$ cat src/rtl/ubl_pkg.sv
// Shared constants, states and carriers of the serial boot loader.
// Assumes a single 100 MHz clock and a 16-bit register port.
package ubl_pkg;

  ////////////////////////////////////////////////////////////////////////////
  // Timing.
  localparam int CLOCK_HZ = 100_000_000;
  localparam int TX_DELAY_US = 1300;
  localparam int TX_DELAY_CYCLES = TX_DELAY_US * (CLOCK_HZ / 1_000_000);
  localparam int TIMER_PRESCALE = 4;
  localparam int MEAS_OFFSET = 36;
  localparam int MEAS_DIV = 72;
  localparam int BIT_SHIFT = 5;

  ////////////////////////////////////////////////////////////////////////////
  // Boot configuration values and field positions.
  localparam logic [15:0] CONTEXT_INIT = 16'hFA00;
  localparam logic [15:0] STACK_UNDER_INIT = 16'hFA00;
  localparam logic [15:0] STACK_PTR_INIT = 16'hFA40;
  localparam logic [15:0] STACK_OVER_INIT = 16'hFC00;
  localparam logic [15:0] SERIAL_CTRL_INIT = 16'h8011;
  localparam logic [15:0] NORMAL_RESET = 16'h0000;
  localparam int SYS_MEM_EN_BIT = 10;
  localparam int SYS_BYTE_DIS_BIT = 9;
  localparam int BUS_ACTIVE_BIT = 10;
  localparam int BUS_ALE_BIT = 9;
  localparam int BUS_TYPE_LSB = 6;
  localparam int SERIAL_RUN_BIT = 15;
  localparam logic [5:0] LOAD_BYTES = 6'h20;
  localparam logic [23:0] LOAD_BASE = 24'h00FA40;
  localparam logic [23:0] EXEC_RESET = 24'h000000;
  localparam logic [23:0] FLASH_LOW = 24'h010000;
  localparam logic [23:0] FLASH_HIGH = 24'h08FFFF;

  ////////////////////////////////////////////////////////////////////////////
  // Register byte addresses.
  localparam logic [7:0] REG_SYSCFG = 8'h00;
  localparam logic [7:0] REG_BUSCFG = 8'h04;
  localparam logic [7:0] REG_SERCTL = 8'h08;
  localparam logic [7:0] REG_RELOAD = 8'h0C;
  localparam logic [7:0] REG_CONTEXT = 8'h10;
  localparam logic [7:0] REG_STACK_UNDERFLOW_LIMIT = 8'h14;
  localparam logic [7:0] REG_STKPTR = 8'h18;
  localparam logic [7:0] REG_STACK_OVERFLOW_LIMIT = 8'h1C;
  localparam logic [7:0] REG_STATUS = 8'h20;
  localparam logic [7:0] REG_RXDATA = 8'h24;

  ////////////////////////////////////////////////////////////////////////////
  // States and carriers.
  typedef enum logic [2:0] {
    ST_NORMAL = 3'b000,
    ST_MEASURE = 3'b001,
    ST_HOLD = 3'b010,
    ST_ACK = 3'b011,
    ST_LOAD = 3'b100,
    ST_RUN = 3'b101,
    ST_FAIL = 3'b110
  } ubl_state_t;

  typedef struct packed {
    logic boot_select_line;
    logic external_access_pin;
    logic byte_select_disable;
    logic [1:0] bus_type_field;
  } ubl_straps_t;

  typedef struct packed {
    logic write;
    logic [23:0] addr;
    logic [7:0] data;
  } ubl_ram_wr_t;

endpackage : ubl_pkg

$ cat src/rtl/ubl_loader.sv
// Serial boot loader: boot entry, fixed configuration, baud measurement,
// acknowledge, 32-byte load, jump and code-fetch redirection.
// Assumes synchronous pins and a single-cycle register port master.
//
// Behaviour
// (RL1) Boot mode only when boot-select is low at hardware reset release.
// (RL2) Host opens with a zero byte: start, eight zeros, stop.
// (RL3) Boot loads context and underflow FA00, stack FA40, overflow FC00.
// (RL4) Boot sets memory enable bit 10; byte disable bit 9 from strap.
// (RL5) Bus config zero if external access high; else bits 10 and 9 set.
// (RL6) Bus type bits 7:6 follow the strap bus type.
// (RL7) Serial control gets 8011; baud reload from the zero-byte measurement.
// (RL8) Transmit latch and direction set to one so the pin drives.
// (RL9) Transmit pin driven only a delay after the zero byte.
// (RL10) Watchdog stays disabled throughout boot mode.
// (RL11) Reload equals timer count minus 36, divided by 72.
// (RL12) Baud rate is clock over 32 times reload plus one.
// (RL13) Timer overflow past full count leaves the channel unusable.
// (RL14) Host rate deviation from device rate at most 2.5 percent.
// (RL15) Host should use standard rates 1200 to 19200.
// (RL16) Thirty-two bytes stored in order at FA40 through FA5F.
// (RL17) After the last byte, execution jumps to FA40, still in boot mode.
// (RL18) Serial channel stays configured after the jump.
// (RL19) In boot mode, code fetches 010000-08FFFF go to the test flash.
// (RL20) Boot mode, watchdog off and fetch redirection persist until exit.
// (RL21) Software reset or high-strap hardware reset exits; run from 0.
// (RL22) Reload uses integer division; loading starts after the acknowledge.
//
// Design decisions made here: the register addresses and the plain strobed port.
`timescale 1ns/100ps
module ubl_loader #(
  parameter int TX_DELAY = ubl_pkg::TX_DELAY_CYCLES,
  parameter logic [7:0] ACK_BYTE = 8'h5A // Arbitrary value.
) (
  // Clock and reset.
  input wire logic clock,
  input wire logic reset,
  input wire logic sw_reset,
  // Reset straps.
  input wire ubl_pkg::ubl_straps_t straps,
  // Register port.
  input wire logic [7:0] address,
  input wire logic [15:0] write_data,
  input wire logic write_strobe,
  input wire logic read_strobe,
  output logic [15:0] read_data,
  // Serial pins.
  input wire logic serial_receive_pin,
  output logic serial_transmit_pin,
  output logic serial_transmit_oe_n,
  // Core side.
  output logic watchdog_disable,
  output logic boot_loader_mode,
  output ubl_pkg::ubl_ram_wr_t ram_wr,
  output logic exec_valid,
  output logic [23:0] exec_address,
  input wire logic [23:0] fetch_address,
  input wire logic fetch_code,
  output logic fetch_to_test_flash
);

  localparam int HW = $clog2(TX_DELAY + 1);

  ubl_pkg::ubl_state_t state;
  ubl_pkg::ubl_straps_t straps_q;
  logic straps_taken;
  logic [15:0] system_configuration;
  logic [15:0] bus_configuration_zero;
  logic [15:0] serial_control_register;
  logic [15:0] baud_reload_value;
  logic [15:0] context_pointer;
  logic [15:0] stack_underflow_limit;
  logic [15:0] stack_pointer;
  logic [15:0] stack_overflow_limit;
  logic transmit_port_latch, transmit_port_direction, overflow_flag, rx_full;
  logic [7:0] rx_hold;
  logic [5:0] load_count;
  logic [HW-1:0] hold_count;
  logic tx_start, meas_done, meas_overflow, tx_busy, serial_txd, rx_valid;
  logic [15:0] meas_count;
  logic [7:0] rx_data;
  wire boot_entry, hold_done, rx_data_read;
  wire [15:0] next_reload, boot_sys, boot_bus, status_word, read_mux;

  // Integer quotient; the remainder is simply dropped.
  function automatic logic [15:0] reload_of(input logic [15:0] t);
    reload_of = (t < 16'(ubl_pkg::MEAS_OFFSET)) ? 16'h0000 :
      16'((t - 16'(ubl_pkg::MEAS_OFFSET)) / 16'(ubl_pkg::MEAS_DIV));
  endfunction : reload_of

  ////////////////////////////////////////////////////////////////////////////
  // Decoding of boot values, status and reads.
  assign boot_entry = !straps_taken && !straps.boot_select_line; // RL1
  assign hold_done = hold_count == HW'(TX_DELAY - 1); // RL9
  assign next_reload = reload_of(meas_count); // RL11
  assign boot_sys = (16'h1 << ubl_pkg::SYS_MEM_EN_BIT) // RL4
    | (16'(straps.byte_select_disable) << ubl_pkg::SYS_BYTE_DIS_BIT);
  assign boot_bus = straps.external_access_pin ? ubl_pkg::NORMAL_RESET // RL5
    : ((16'h1 << ubl_pkg::BUS_ACTIVE_BIT) | (16'h1 << ubl_pkg::BUS_ALE_BIT)
    | (16'(straps.bus_type_field) << ubl_pkg::BUS_TYPE_LSB)); // RL6
  assign status_word = {2'h0, load_count, rx_full, overflow_flag,
    transmit_port_direction, boot_loader_mode, 1'b0, state};
  assign rx_data_read = read_strobe && address == ubl_pkg::REG_RXDATA;
  assign read_mux =
    address == ubl_pkg::REG_SYSCFG ? system_configuration :
    address == ubl_pkg::REG_BUSCFG ? bus_configuration_zero :
    address == ubl_pkg::REG_SERCTL ? serial_control_register :
    address == ubl_pkg::REG_RELOAD ? baud_reload_value :
    address == ubl_pkg::REG_CONTEXT ? context_pointer :
    address == ubl_pkg::REG_STACK_UNDERFLOW_LIMIT ? stack_underflow_limit :
    address == ubl_pkg::REG_STKPTR ? stack_pointer :
    address == ubl_pkg::REG_STACK_OVERFLOW_LIMIT ? stack_overflow_limit :
    address == ubl_pkg::REG_STATUS ? status_word :
    address == ubl_pkg::REG_RXDATA ? {8'h00, rx_hold} : 16'h0000;

  // The watchdog simply follows boot mode, so no sequence is time limited.
  assign watchdog_disable = boot_loader_mode; // RL10 RL20
  assign fetch_to_test_flash = boot_loader_mode && fetch_code // RL19
    && fetch_address >= ubl_pkg::FLASH_LOW
    && fetch_address <= ubl_pkg::FLASH_HIGH;
  // The pin floats until the direction bit is set; it then idles high.
  assign serial_transmit_oe_n = !transmit_port_direction; // RL8
  assign serial_transmit_pin = transmit_port_latch && serial_txd;

  ////////////////////////////////////////////////////////////////////////////
  // Read data stand in the cycle after the strobe only.
  always_ff @(posedge clock or posedge reset) begin
    if (reset) read_data <= 16'h0000;
    else read_data <= read_strobe ? read_mux : 16'h0000;
  end

  ////////////////////////////////////////////////////////////////////////////
  // Boot sequence and register file. Hardware events win over software
  // writes to the same register in the same cycle.
  always_ff @(posedge clock or posedge reset) begin
    if (reset) begin
      state <= ubl_pkg::ST_NORMAL;
      straps_q <= '0;
      straps_taken <= 1'b0;
      boot_loader_mode <= 1'b0;
      system_configuration <= ubl_pkg::NORMAL_RESET;
      bus_configuration_zero <= ubl_pkg::NORMAL_RESET;
      serial_control_register <= ubl_pkg::NORMAL_RESET;
      baud_reload_value <= ubl_pkg::NORMAL_RESET;
      context_pointer <= ubl_pkg::NORMAL_RESET;
      stack_underflow_limit <= ubl_pkg::NORMAL_RESET;
      stack_pointer <= ubl_pkg::NORMAL_RESET;
      stack_overflow_limit <= ubl_pkg::NORMAL_RESET;
      transmit_port_latch <= 1'b0;
      transmit_port_direction <= 1'b0;
      overflow_flag <= 1'b0;
      rx_full <= 1'b0;
      rx_hold <= 8'h00;
      load_count <= 6'h00;
      hold_count <= '0;
      tx_start <= 1'b0;
      ram_wr <= '0;
      exec_valid <= 1'b0;
      exec_address <= ubl_pkg::EXEC_RESET;
    end else begin
      tx_start <= 1'b0;
      ram_wr.write <= 1'b0;
      exec_valid <= 1'b0;
      if (write_strobe) begin
        unique case (address)
          ubl_pkg::REG_SYSCFG: system_configuration <= write_data;
          ubl_pkg::REG_BUSCFG: bus_configuration_zero <= write_data;
          ubl_pkg::REG_SERCTL: serial_control_register <= write_data;
          ubl_pkg::REG_RELOAD: baud_reload_value <= write_data;
          ubl_pkg::REG_CONTEXT: context_pointer <= write_data;
          ubl_pkg::REG_STACK_UNDERFLOW_LIMIT: stack_underflow_limit <= write_data;
          ubl_pkg::REG_STKPTR: stack_pointer <= write_data;
          ubl_pkg::REG_STACK_OVERFLOW_LIMIT: stack_overflow_limit <= write_data;
          default: ;
        endcase
      end
      // A byte arriving as the holding register is read keeps it full.
      if (rx_data_read) rx_full <= 1'b0;
      if (!straps_taken) begin
        straps_taken <= 1'b1;
        straps_q <= straps;
        exec_valid <= !boot_entry;
        if (boot_entry) begin
          boot_loader_mode <= 1'b1; // RL1
          state <= ubl_pkg::ST_MEASURE;
          system_configuration <= boot_sys; // RL4
          bus_configuration_zero <= boot_bus; // RL5 RL6
          serial_control_register <= ubl_pkg::SERIAL_CTRL_INIT; // RL7
          context_pointer <= ubl_pkg::CONTEXT_INIT; // RL3
          stack_underflow_limit <= ubl_pkg::STACK_UNDER_INIT; // RL3
          stack_pointer <= ubl_pkg::STACK_PTR_INIT; // RL3
          stack_overflow_limit <= ubl_pkg::STACK_OVER_INIT; // RL3
        end
      end else if (sw_reset) begin
        // Exit ignores the strap and restarts at the reset vector.
        boot_loader_mode <= 1'b0; // RL21
        state <= ubl_pkg::ST_NORMAL;
        system_configuration <= ubl_pkg::NORMAL_RESET;
        bus_configuration_zero <= ubl_pkg::NORMAL_RESET;
        serial_control_register <= ubl_pkg::NORMAL_RESET;
        baud_reload_value <= ubl_pkg::NORMAL_RESET;
        transmit_port_latch <= 1'b0;
        transmit_port_direction <= 1'b0;
        exec_valid <= 1'b1; // RL21
        exec_address <= ubl_pkg::EXEC_RESET;
      end else begin
        unique case (state)
          ubl_pkg::ST_NORMAL, ubl_pkg::ST_FAIL: ;
          ubl_pkg::ST_MEASURE: begin
            if (meas_overflow) begin
              overflow_flag <= 1'b1; // RL13
              state <= ubl_pkg::ST_FAIL;
            end else if (meas_done) begin
              baud_reload_value <= next_reload; // RL7 RL22
              hold_count <= '0;
              state <= ubl_pkg::ST_HOLD;
            end
          end
          ubl_pkg::ST_HOLD: begin
            hold_count <= hold_count + HW'(1);
            if (hold_done) begin
              transmit_port_latch <= 1'b1; // RL8
              transmit_port_direction <= 1'b1; // RL8
              tx_start <= 1'b1;
              state <= ubl_pkg::ST_ACK;
            end
          end
          ubl_pkg::ST_ACK: begin
            if (!tx_start && !tx_busy) state <= ubl_pkg::ST_LOAD; // RL22
          end
          ubl_pkg::ST_LOAD: begin
            if (rx_valid) begin
              ram_wr.write <= 1'b1; // RL16
              ram_wr.addr <= ubl_pkg::LOAD_BASE + 24'(load_count);
              ram_wr.data <= rx_data;
              load_count <= load_count + 6'h01;
              if (load_count == ubl_pkg::LOAD_BYTES - 6'h01) begin
                exec_valid <= 1'b1; // RL17
                exec_address <= ubl_pkg::LOAD_BASE;
                state <= ubl_pkg::ST_RUN;
              end
            end
          end
          ubl_pkg::ST_RUN: begin
            if (rx_valid) begin
              rx_hold <= rx_data; // RL18
              rx_full <= 1'b1;
            end
          end
          default: state <= ubl_pkg::ST_FAIL;
        endcase
      end
    end
  end

  ////////////////////////////////////////////////////////////////////////////
  // Zero-byte timer and serial channel.
  ubl_measure u_measure (
    .clock(clock),
    .reset(reset),
    .arm(state == ubl_pkg::ST_MEASURE),
    .rxd(serial_receive_pin),
    .done(meas_done),
    .overflow(meas_overflow),
    .count(meas_count)
  );

  ubl_serial u_serial (
    .clock(clock),
    .reset(reset),
    .enable(serial_control_register[ubl_pkg::SERIAL_RUN_BIT]),
    .reload(baud_reload_value),
    .tx_start(tx_start),
    .tx_data(ACK_BYTE),
    .tx_busy(tx_busy),
    .txd(serial_txd),
    .rx_enable(state == ubl_pkg::ST_LOAD || state == ubl_pkg::ST_RUN),
    .rxd(serial_receive_pin),
    .rx_valid(rx_valid),
    .rx_data(rx_data)
  );
endmodule : ubl_loader

$ cat src/rtl/ubl_measure.sv
// Zero-byte length timer of the serial boot loader.
// Assumes the receive line is synchronous and idles high.
`timescale 1ns/100ps
module ubl_measure (
  // Clock and reset.
  input wire logic clock,
  input wire logic reset,
  // Control and line.
  input wire logic arm,
  input wire logic rxd,
  // Result.
  output logic done,
  output logic overflow,
  output logic [15:0] count
);

  logic [1:0] prescale;
  logic low_seen;
  wire tick;

  // The timer advances once per four clocks, as the measuring timer does.
  assign tick = prescale == 2'(ubl_pkg::TIMER_PRESCALE - 1);

  ////////////////////////////////////////////////////////////////////////////
  // Count while the line is low; the rise back to high ends the byte.
  always_ff @(posedge clock or posedge reset) begin
    if (reset) begin
      prescale <= 2'h0;
      low_seen <= 1'b0;
      count <= 16'h0000;
      done <= 1'b0;
      overflow <= 1'b0;
    end else if (!arm) begin
      prescale <= 2'h0;
      low_seen <= 1'b0;
      count <= 16'h0000;
      done <= 1'b0;
      overflow <= 1'b0;
    end else begin
      done <= 1'b0;
      overflow <= 1'b0;
      if (!rxd) begin
        low_seen <= 1'b1;
        prescale <= prescale + 2'h1;
        if (tick) begin
          // A full count cannot hold the byte, so the result is void.
          if (count == 16'hFFFF) overflow <= 1'b1; // RL13
          else count <= count + 16'h0001; // RL11
        end
      end else if (low_seen) begin
        done <= 1'b1;
        low_seen <= 1'b0;
      end
    end
  end

endmodule : ubl_measure

$ cat src/rtl/ubl_serial.sv
// Asynchronous serial channel, eight data bits, one stop bit.
// Assumes the reload value is stable while a character is in flight.
`timescale 1ns/100ps
module ubl_serial (
  // Clock and reset.
  input wire logic clock,
  input wire logic reset,
  // Configuration.
  input wire logic enable,
  input wire logic [15:0] reload,
  // Transmit side.
  input wire logic tx_start,
  input wire logic [7:0] tx_data,
  output logic tx_busy,
  output logic txd,
  // Receive side.
  input wire logic rx_enable,
  input wire logic rxd,
  output logic rx_valid,
  output logic [7:0] rx_data
);

  logic [9:0] tx_shift;
  logic [3:0] tx_bits;
  logic [21:0] tx_timer;
  logic [3:0] rx_bits;
  logic [21:0] rx_timer;
  wire [21:0] period;

  // One bit lasts 32 clocks per reload step.
  assign period = (22'(reload) + 22'h1) << ubl_pkg::BIT_SHIFT; // RL12
  assign tx_busy = tx_bits != 4'h0;
  assign txd = tx_shift[0];

  ////////////////////////////////////////////////////////////////////////////
  // Transmitter: start bit, data LSB first, stop bit.
  always_ff @(posedge clock or posedge reset) begin
    if (reset) begin
      tx_shift <= 10'h3FF;
      tx_bits <= 4'h0;
      tx_timer <= 22'h0;
    end else if (tx_start && !tx_busy && enable) begin
      tx_shift <= {1'b1, tx_data, 1'b0};
      tx_bits <= 4'hA;
      tx_timer <= period;
    end else if (tx_busy) begin
      if (tx_timer == 22'h1) begin
        tx_shift <= {1'b1, tx_shift[9:1]};
        tx_bits <= tx_bits - 4'h1;
        tx_timer <= period;
      end else begin
        tx_timer <= tx_timer - 22'h1;
      end
    end
  end

  ////////////////////////////////////////////////////////////////////////////
  // Receiver samples mid-bit; a start bit gone high by then is a glitch.
  always_ff @(posedge clock or posedge reset) begin
    if (reset) begin
      rx_bits <= 4'h0;
      rx_timer <= 22'h0;
      rx_data <= 8'h00;
      rx_valid <= 1'b0;
    end else begin
      rx_valid <= 1'b0;
      if (rx_bits == 4'h0) begin
        if (rx_enable && enable && !rxd) begin
          rx_bits <= 4'hA;
          rx_timer <= period >> 1;
        end
      end else if (rx_timer > 22'h1) begin
        rx_timer <= rx_timer - 22'h1;
      end else begin
        rx_timer <= period;
        rx_bits <= rx_bits - 4'h1;
        if (rx_bits == 4'hA && rxd) rx_bits <= 4'h0;
        else if (rx_bits > 4'h1 && rx_bits < 4'hA)
          rx_data <= {rxd, rx_data[7:1]};
        else if (rx_bits == 4'h1) rx_valid <= rxd;
      end
    end
  end

endmodule : ubl_serial
$ cat config.mk
export PLATFORM = sky130hd
export DESIGN_NAME = ubl_loader
export DESIGN_NICKNAME = d
export VERILOG_FILES = /design/src/rtl/ubl_pkg.sv /design/src/rtl/ubl_loader.sv /design/src/rtl/ubl_measure.sv /design/src/rtl/ubl_serial.sv
export SDC_FILE = /design/constraint.sdc
export NUM_CORES = 1
export LEC_CHECK = 0
export BUFFER_PORTS_ARGS = -buffer_cell sky130_fd_sc_hd__buf_2
export CAP_MARGIN = 20
export CORE_UTILIZATION = 55
export DETAILED_ROUTE_END_ITERATION = 8
export GPL_ROUTABILITY_DRIVEN = 0
export PLACE_DENSITY = 0.79
export SLEW_MARGIN = 25
export SYNTH_ARGS = -nofsm -noshare
export SYNTH_HDL_FRONTEND = slang
export SYNTH_SLANG_ARGS = --single-unit
$ cat constraint.sdc
create_clock -name clock -period 8.7 [get_ports clock]
set_input_delay 0 -clock clock [delete_from_list [all_inputs] [get_ports clock]]
set_output_delay 0 -clock clock [all_outputs]
set_load 0.05 [all_outputs]
# [Yosys cells after proc, flatten, opt, wreduce, memory -nomap -nowiden]
# Cells that the tools add are included.
[totals] ff_bits=334 latch_bits=0 ramBits=0 rom_bits=0 inputBits=60 output_inout_bits=79 elab_cells=269 n_memories=0
[op_classes] add_sub_neg=11 n_mul=0 div=1 order_cmp=6 eq_ne=36 n_shift=0 mux=128 n_bitwise=4 reduce_logical=47
[ops] cell="16-bit two-way mux" n=52
[ops] cell="22-bit two-way mux" n=6
[ops] cell="33-bit two-way mux" n=4
[ops] cell="24-bit two-way mux" n=4
[ops] cell="22-bit by 1-bit subtractor with 22-bit output, second input constant" n=2
[ops] cell="1-bit two-way mux" n=34
[ops] cell="17-bit two-way mux" n=2
[ops] cell="17-bit case mux with 2 select lines" n=1
[ops] cell="8-bit by 5-bit equality test with 1-bit output, second input constant" n=4
[ops] cell="10-bit two-way mux" n=3
[ops] cell="4-bit two-way mux" n=7
[ops] cell="3-bit two-way mux" n=9
[ops] cell="24-bit by 17-bit >= comparator with 1-bit output, second input constant" n=1
[ops] cell="24-bit by 20-bit less-or-equal comparator with 1-bit output, second input constant" n=1
[ops] cell="22-bit by 1-bit equality test with 1-bit output, second input constant" n=1
[ops] cell="22-bit by 1-bit > comparator with 1-bit output, second input constant" n=1
[ops] cell="4-bit AND reduction" n=5
[ops] cell="2-bit nonzero test" n=9
[ops] cell="16-bit by 1-bit adder with 17-bit output, second input constant" n=1
[ops] cell="16-bit by 6-bit adder with 17-bit output, first input constant" n=1
[ops] cell="17-bit by 1-bit adder with 17-bit output, second input constant" n=1
[ops] cell="17-bit equality test, second input constant" n=1
[ops] cell="16-bit by 1-bit adder with 16-bit output, second input constant" n=1
[ops] cell="16-bit by 7-bit divider with 16-bit output, second input constant" n=1
[ops] cell="42 further kinds" n=81

# [Logic depth before layout (Yosys ltp)]
[depth] ltp_word=12 ltp_mapped=25 mapped_depth_nobuf=23

# [Hierarchy]
# A second synthesis with hierarchy kept.
[hier_totals] hier_cells=1959 area_unflattened_um2=16991.3
[modules_own_cells] mod="ubl_loader" instances=1 cells_each=1333 area_per_inst_um2=11514.8 seq_area_each_um2=5054.8
[modules_own_cells] mod="ubl_serial" instances=1 cells_each=511 area_per_inst_um2=4317.9 seq_area_each_um2=1762.9
[modules_own_cells] mod="ubl_measure" instances=1 cells_each=115 area_per_inst_um2=1158.6 seq_area_each_um2=525.5

# [Least setup slack after synthesis]
# No wires, ideal clock.
[synth_timing] path_kind="register to register" from="register u_measure.count[6]" to="register baud_reload_value[0]" setup_ns=0.078 arrival_ns=6.038 required_ns=8.622 path_slack_ns=2.584 path_stages_with_launch=25 path_buffers=3 synth_period_minus_slack_ns=6.116 cell_sequence="dfrtp_1 -> buf_6 -> or4_4 -> buf_6 -> o31a_1 -> nor3_2 -> a211oi_2 -> xnor2_1 -> and4_1 -> buf_6 -> mux2i_2 -> a21o_2 -> nor2_1 -> nor3_2 -> a2bb2oi_1 -> a21oi_1 -> o311ai_4 -> a41oi_1 -> a41o_2 -> nand3b_1 -> a221o_2 -> mux2i_1 -> a22o_1 -> o211ai_1 -> o2bb2ai_1"
[synth_via] elab_chain_cells=8 elab_cells_between_ends=9 classes_between="1 x add/sub; 1 x div; 1 x order compare; 6 x mux"
[synth_lines] item="start: declaration" line_no="ubl_measure.sv:14" text="output logic [15:0] count"
[synth_lines] item="start signal: assignment" line_no="ubl_measure.sv:48" text="else count <= count + 16'h0001;"
[synth_lines] item="16-bit by 6-bit subtractor with 16-bit output" line_no="ubl_loader.sv:88" text="16'((t - 16'(ubl_pkg::MEAS_OFFSET)) / 16'(ubl_pkg::MEAS_DIV));"
[synth_lines] item="16-bit by 7-bit divider with 16-bit output" line_no="ubl_loader.sv:88"
[synth_lines] item="16-bit two-way mux (*)" line_no="ubl_loader.sv:87" text="reload_of = (t < 16'(ubl_pkg::MEAS_OFFSET)) ? 16'h0000 :"
[synth_lines] item="16-bit two-way mux (*)" line_no="ubl_loader.sv:213" text="end else if (meas_done) begin"
[synth_lines] item="16-bit two-way mux (*)" line_no="ubl_loader.sv:210" text="if (meas_overflow) begin"
[synth_lines] item="16-bit two-way mux (*)" line_no="ubl_loader.sv:207" text="unique case (state)"
[synth_lines] item="16-bit two-way mux (*)" line_no="ubl_loader.sv:194" text="end else if (sw_reset) begin"
[synth_lines] item="16-bit two-way mux (*)" line_no="ubl_loader.sv:179" text="if (!straps_taken) begin"
[synth_lines] item="end signal: assignment" line_no="ubl_loader.sv:169" text="ubl_pkg::REG_RELOAD: baud_reload_value <= write_data;"
[synth_lines] item="end signal: assignment" line_no="ubl_loader.sv:201" text="baud_reload_value <= ubl_pkg::NORMAL_RESET;"
[synth_lines] item="end signal: assignment" line_no="ubl_loader.sv:214" text="baud_reload_value <= next_reload;"
[synth_lines] item="end: declaration" line_no="ubl_loader.sv:70" text="logic [15:0] baud_reload_value;"
# Mark *: on every way between the ends. The rest lies on a longest branch, timed or not.
# A chain may end at the register's enable or synchronous reset.

# [Worst setup path in the final report]
[layout_timing] from="register u_measure.count[3]" to="register baud_reload_value[0]"
# Same word-level chain as after synthesis.

==> impl_metrics.ini <==
[drt]
wl_per_cell_microns = 19.34
drtPass1Iterations = 8
vias = 14740
viasPerCell = 6.289
antenna_left = 0
drt_iter0_drc = 1922
wirelength_microns = 45340
route.detailed.drc = 0

[power]
p_per_area_mw_per_mm2 = 166.3
seqPwrFrac_pct = 46.8
internal_power_mw = 2.286
p_clk_share_pct = 44.7
combPwrFrac_pct = 8.6
finalPower_mw = 3.087
p_leak_nw = 7.999
p_switching_mw = 0.8010
ir_drop_v = 0.0001669
swShare_pct = 25.95

[floorplanning]
num_io_pins = 139
fp-row-count = 63
placeableCoreArea_sq_mm = 0.02987
dieArea_sq_mm = 0.03128
start_util_pct = 56.30
die_h_microns = 176.9
die_width_microns = 176.9

[critical_path]
r2r_slack_ns = 1.27
start_kind = register
critPathMaxStageDelay_ns = 0.84
crit_top_cell = a21oi_1
worst-path-max-fanout = 13
required_ns = 9.18
path_depth = 23
slowest_stage = a2111oi_0
reg2reg_depth = 23
crit_type = register to register
critPathTopFamily = compound AO/OA/AOI/OAI gates
r2r_end = baud_reload_value[0]
crit_path_cell_trace = inv_1 -> ha_1 -> nand2b_1 -> a2111oi_0 -> xor2_1 -> a31oi_1 -> a21oi_1 -> o21ai_1 -> nor2_2 -> xnor2_1 -> o221ai_2 -> nor3_1 -> o211a_1 -> a21oi_1 -> a32oi_1 -> a41oi_1 -> a41o_2 -> nand3b_1 -> a221o_2 -> mux2i_1 -> a22o_1 -> o211ai_1 -> o2bb2ai_1
arrival_ns = 7.91
timing.rr.start = u_measure.count[3]
cp-end-kind = register
cp_num_buf_inv = 1

[clock_network]
postCtsSetupRepairBufs = 0
ctsResizeCount = 0
clk_pin_slew_ns = 0.07
cts_hold_buf = 30
root_buffer = clkbuf_16
clock_path_buffers = 3
clk_latency_ns = 0.56
cts_inserted_buffers = 30
htree_levels = 1
cts.sinks = 293
cts_tree = done

[global_route]
grt_usage_pct = 28.82
use_met2_pct = 45.15
grt_pass1_vias = 13900
gr-total-overflow = 0
antenna_found_initial = 4
grt_pass1_wl_microns = 72310
gr-max-usage-layer = met2
use_met1_pct = 40.41
grt_max_degree = 174
met3_usage_pct = 4.618

[logic_synthesis]
synth-edff-count = 0
avgSynthCellArea_sq_um = 8.880
synth_top_family_by_area = simple AND/OR/NAND/NOR gates
syn_area_sq_mm = 0.01682
synthMuxAreaShare_pct = 4.761
synth_compound_area_share_pct = 18.72
yosys.cell_types.count = 101
synth-adder-area-share_pct = 1.480
yosysSeqAreaShare_pct = 43.66
yosysWarnings = 0
synth_seq_cells = 293
synth_ff_type = dfrtp_1
yosys.area_share.simple_pct = 20.80
synth_xor_area_share_pct = 4.821
synthCells = 1894
async_flop_share_pct = 100.0

[place]
placed_cells = 2254
io_buffers = 94
place_ws_ns = 1.482
dp_hpwl_microns = 29990

[final_layout]
fin_cells = 2344
utilization_pct = 62.15
fin_nets = 2005
area_growth_syn_to_layout_pct = 10.40
drive_gt1_share_pct = 13.03

[hold_path]
hp-class = input pin to register
min_from = address[0]
min_delay_path_depth = 4
worstHoldEndpoint = read_data[15]

[status]
status = finished clean

[timing]
max_freq_mhz = 134.5
rsz0062_at_grt = false
setup_viol = 0
tightestPinTransition_ns = 1.200
fin_skew_ns = 0.01092
period_share_pct = 85.45
setup_ws_ns = 1.266
hold_viol_final = 0
slew-limit-headroom_pct = 19.72
fin_tns_setup_ns = 0
slew_violations = 0
min_period_ns = 7.434

[run]
maxCapViolCount = 0
-- power by group through the flow --
stage               sequential (mW)  clock [mW]  combinational [mW]
finish                         1.44        1.38               0.265
global route                   1.45        1.45               0.289
CTS                            1.44        1.39               0.261
detailed placement             1.46           0               0.245
global placement               1.46           0               0.241
floorplan                      1.45           0               0.203
-- Yosys cell counts (all sizes together), types with 17 or more instances --
cell    instances  area [sq um]
xnor2          47         419.2
nor2b          22         137.6
a22o           18         157.7
a21oi         144         728.2
clkbuf         99         371.6
ha             19         237.7
o21ai          99         495.5
a222oi         28         280.3
xor2           43         391.6
inv            34         127.6
dfrtp         284          7107
o22ai          18         112.6
mux2           41         461.7
nor3           41         215.2
o211ai         17         127.6
nor2          132         498.0
nand4          18         112.6
nor4           17         106.4
mux2i          29         294.0
buf            64         460.4
nand2b         23         143.9
nand3          76         392.9
nand2         345          1295
or3            17         111.4
-- worst max-delay path by stage --
stage | slack, ns | from | endpoint
finish | 1.27 | u_measure.count[3] | baud_reload_value[0]
global placement | 1.74 | u_measure.count[2] | baud_reload_value[0]
floorplan | 0.62 | reset | baud_reload_value[0]
detailed placement | 1.48 | u_measure.count[2] | baud_reload_value[0]
global route | 0.73 | u_measure.count[2] | baud_reload_value[0]
CTS | 1.45 | u_measure.count[2] | baud_reload_value[0]
-- cells in the final DEF (no fill, tap or decap), types with 11 or more instances in the layout --
cell type and n:
or3_1 16, and3_1 14, xor2_1 41, mux2_2 40
a222oi_1 28, dlygate4sd3_1 30, inv_1 33, and2_1 13
o22ai_1 18, nor4_1 17, dfrtp_1 284, o21ai_0 95
o211ai_1 17, nand2b_1 23, nand2_1 345, mux2i_1 28
xnor2_1 46, ha_1 19, nand3_1 75, a21oi_1 142
nand4_1 18, nor3_1 39, a22o_1 18, nor2b_1 22
buf_4 11, clkbuf_16 30, a31oi_1 11, buf_2 94
conb_1 29, nor2_1 129
-- per-layer routing --
metal / routed length [microns] / up-vias
li1: - / 6731
met1: 19090 / 7241
met2: 20980 / 641
met3: 3826 / 128
met4: 1443 / 0
met5: 0 / -
-- worst min-delay path, stage by stage --
cell and delay [ns]:
buf_2 0.11, nor3_1 0.11, a22oi_1 0.22, a21boi_0 0.12
-- through the flow --
stage / cell area, sq um / hold WS [ns]
after detailed placement: 17190 / 0.2220
after global routing: 18560 / 0.06066
final: 18570 / 0.03493
after CTS: 18560 / 0.006131
after floorplan: 16920 / 0.1120
after global placement: 17190 / 0.2072
-- state kept, by name, indices dropped and copies added, names as in the netlist, 2 cells and up --
name and count:
rx_hold 8, u_measure.count 16, ram_wr 16, load_count 6, stack_underflow_limit 16, u_measure.prescale 2
context_pointer 16, u_serial.rx_data 8, u_serial.tx_bits 4, u_serial.rx_timer 22, stack_overflow_limit 16, system_configuration 16
u_serial.rx_bits 4, hold_count 17, baud_reload_value 16, state 3, read_data 16, u_serial.tx_shift 9
serial_control_register 16, bus_configuration_zero 16, u_serial.tx_timer 22, stack_pointer 16
-- final cells by class --
type / instances / area [sq um]
Antenna cell: 4 / 10.01
Clock buffer: 39 / 854.6
Clock inverter: 17 / 214.0
Fill cell: 2388 / 11310
Inverter: 34 / 135.1
Multi-Input combinational cell: 1431 / 8650
Sequential cell: 293 / 7343
Tap cell: 390 / 488.0
Timing Repair Buffer: 136 / 873.3
-- cell families (layout without fill, tap and decap cells) --
kind of cell / count (synthesis) / after routing
other: 2 / 33
DFF: 293 / 293
adders and majority gates: 20 / 20
muxes: 72 / 72
buffers and inverters: 197 / 226
xor gates and xnor gates: 90 / 90
AOI/OAI and AO/OA: 462 / 462
and+or+nand+nor: 758 / 758
Note: power is estimated with default switching activity, not from simulation.
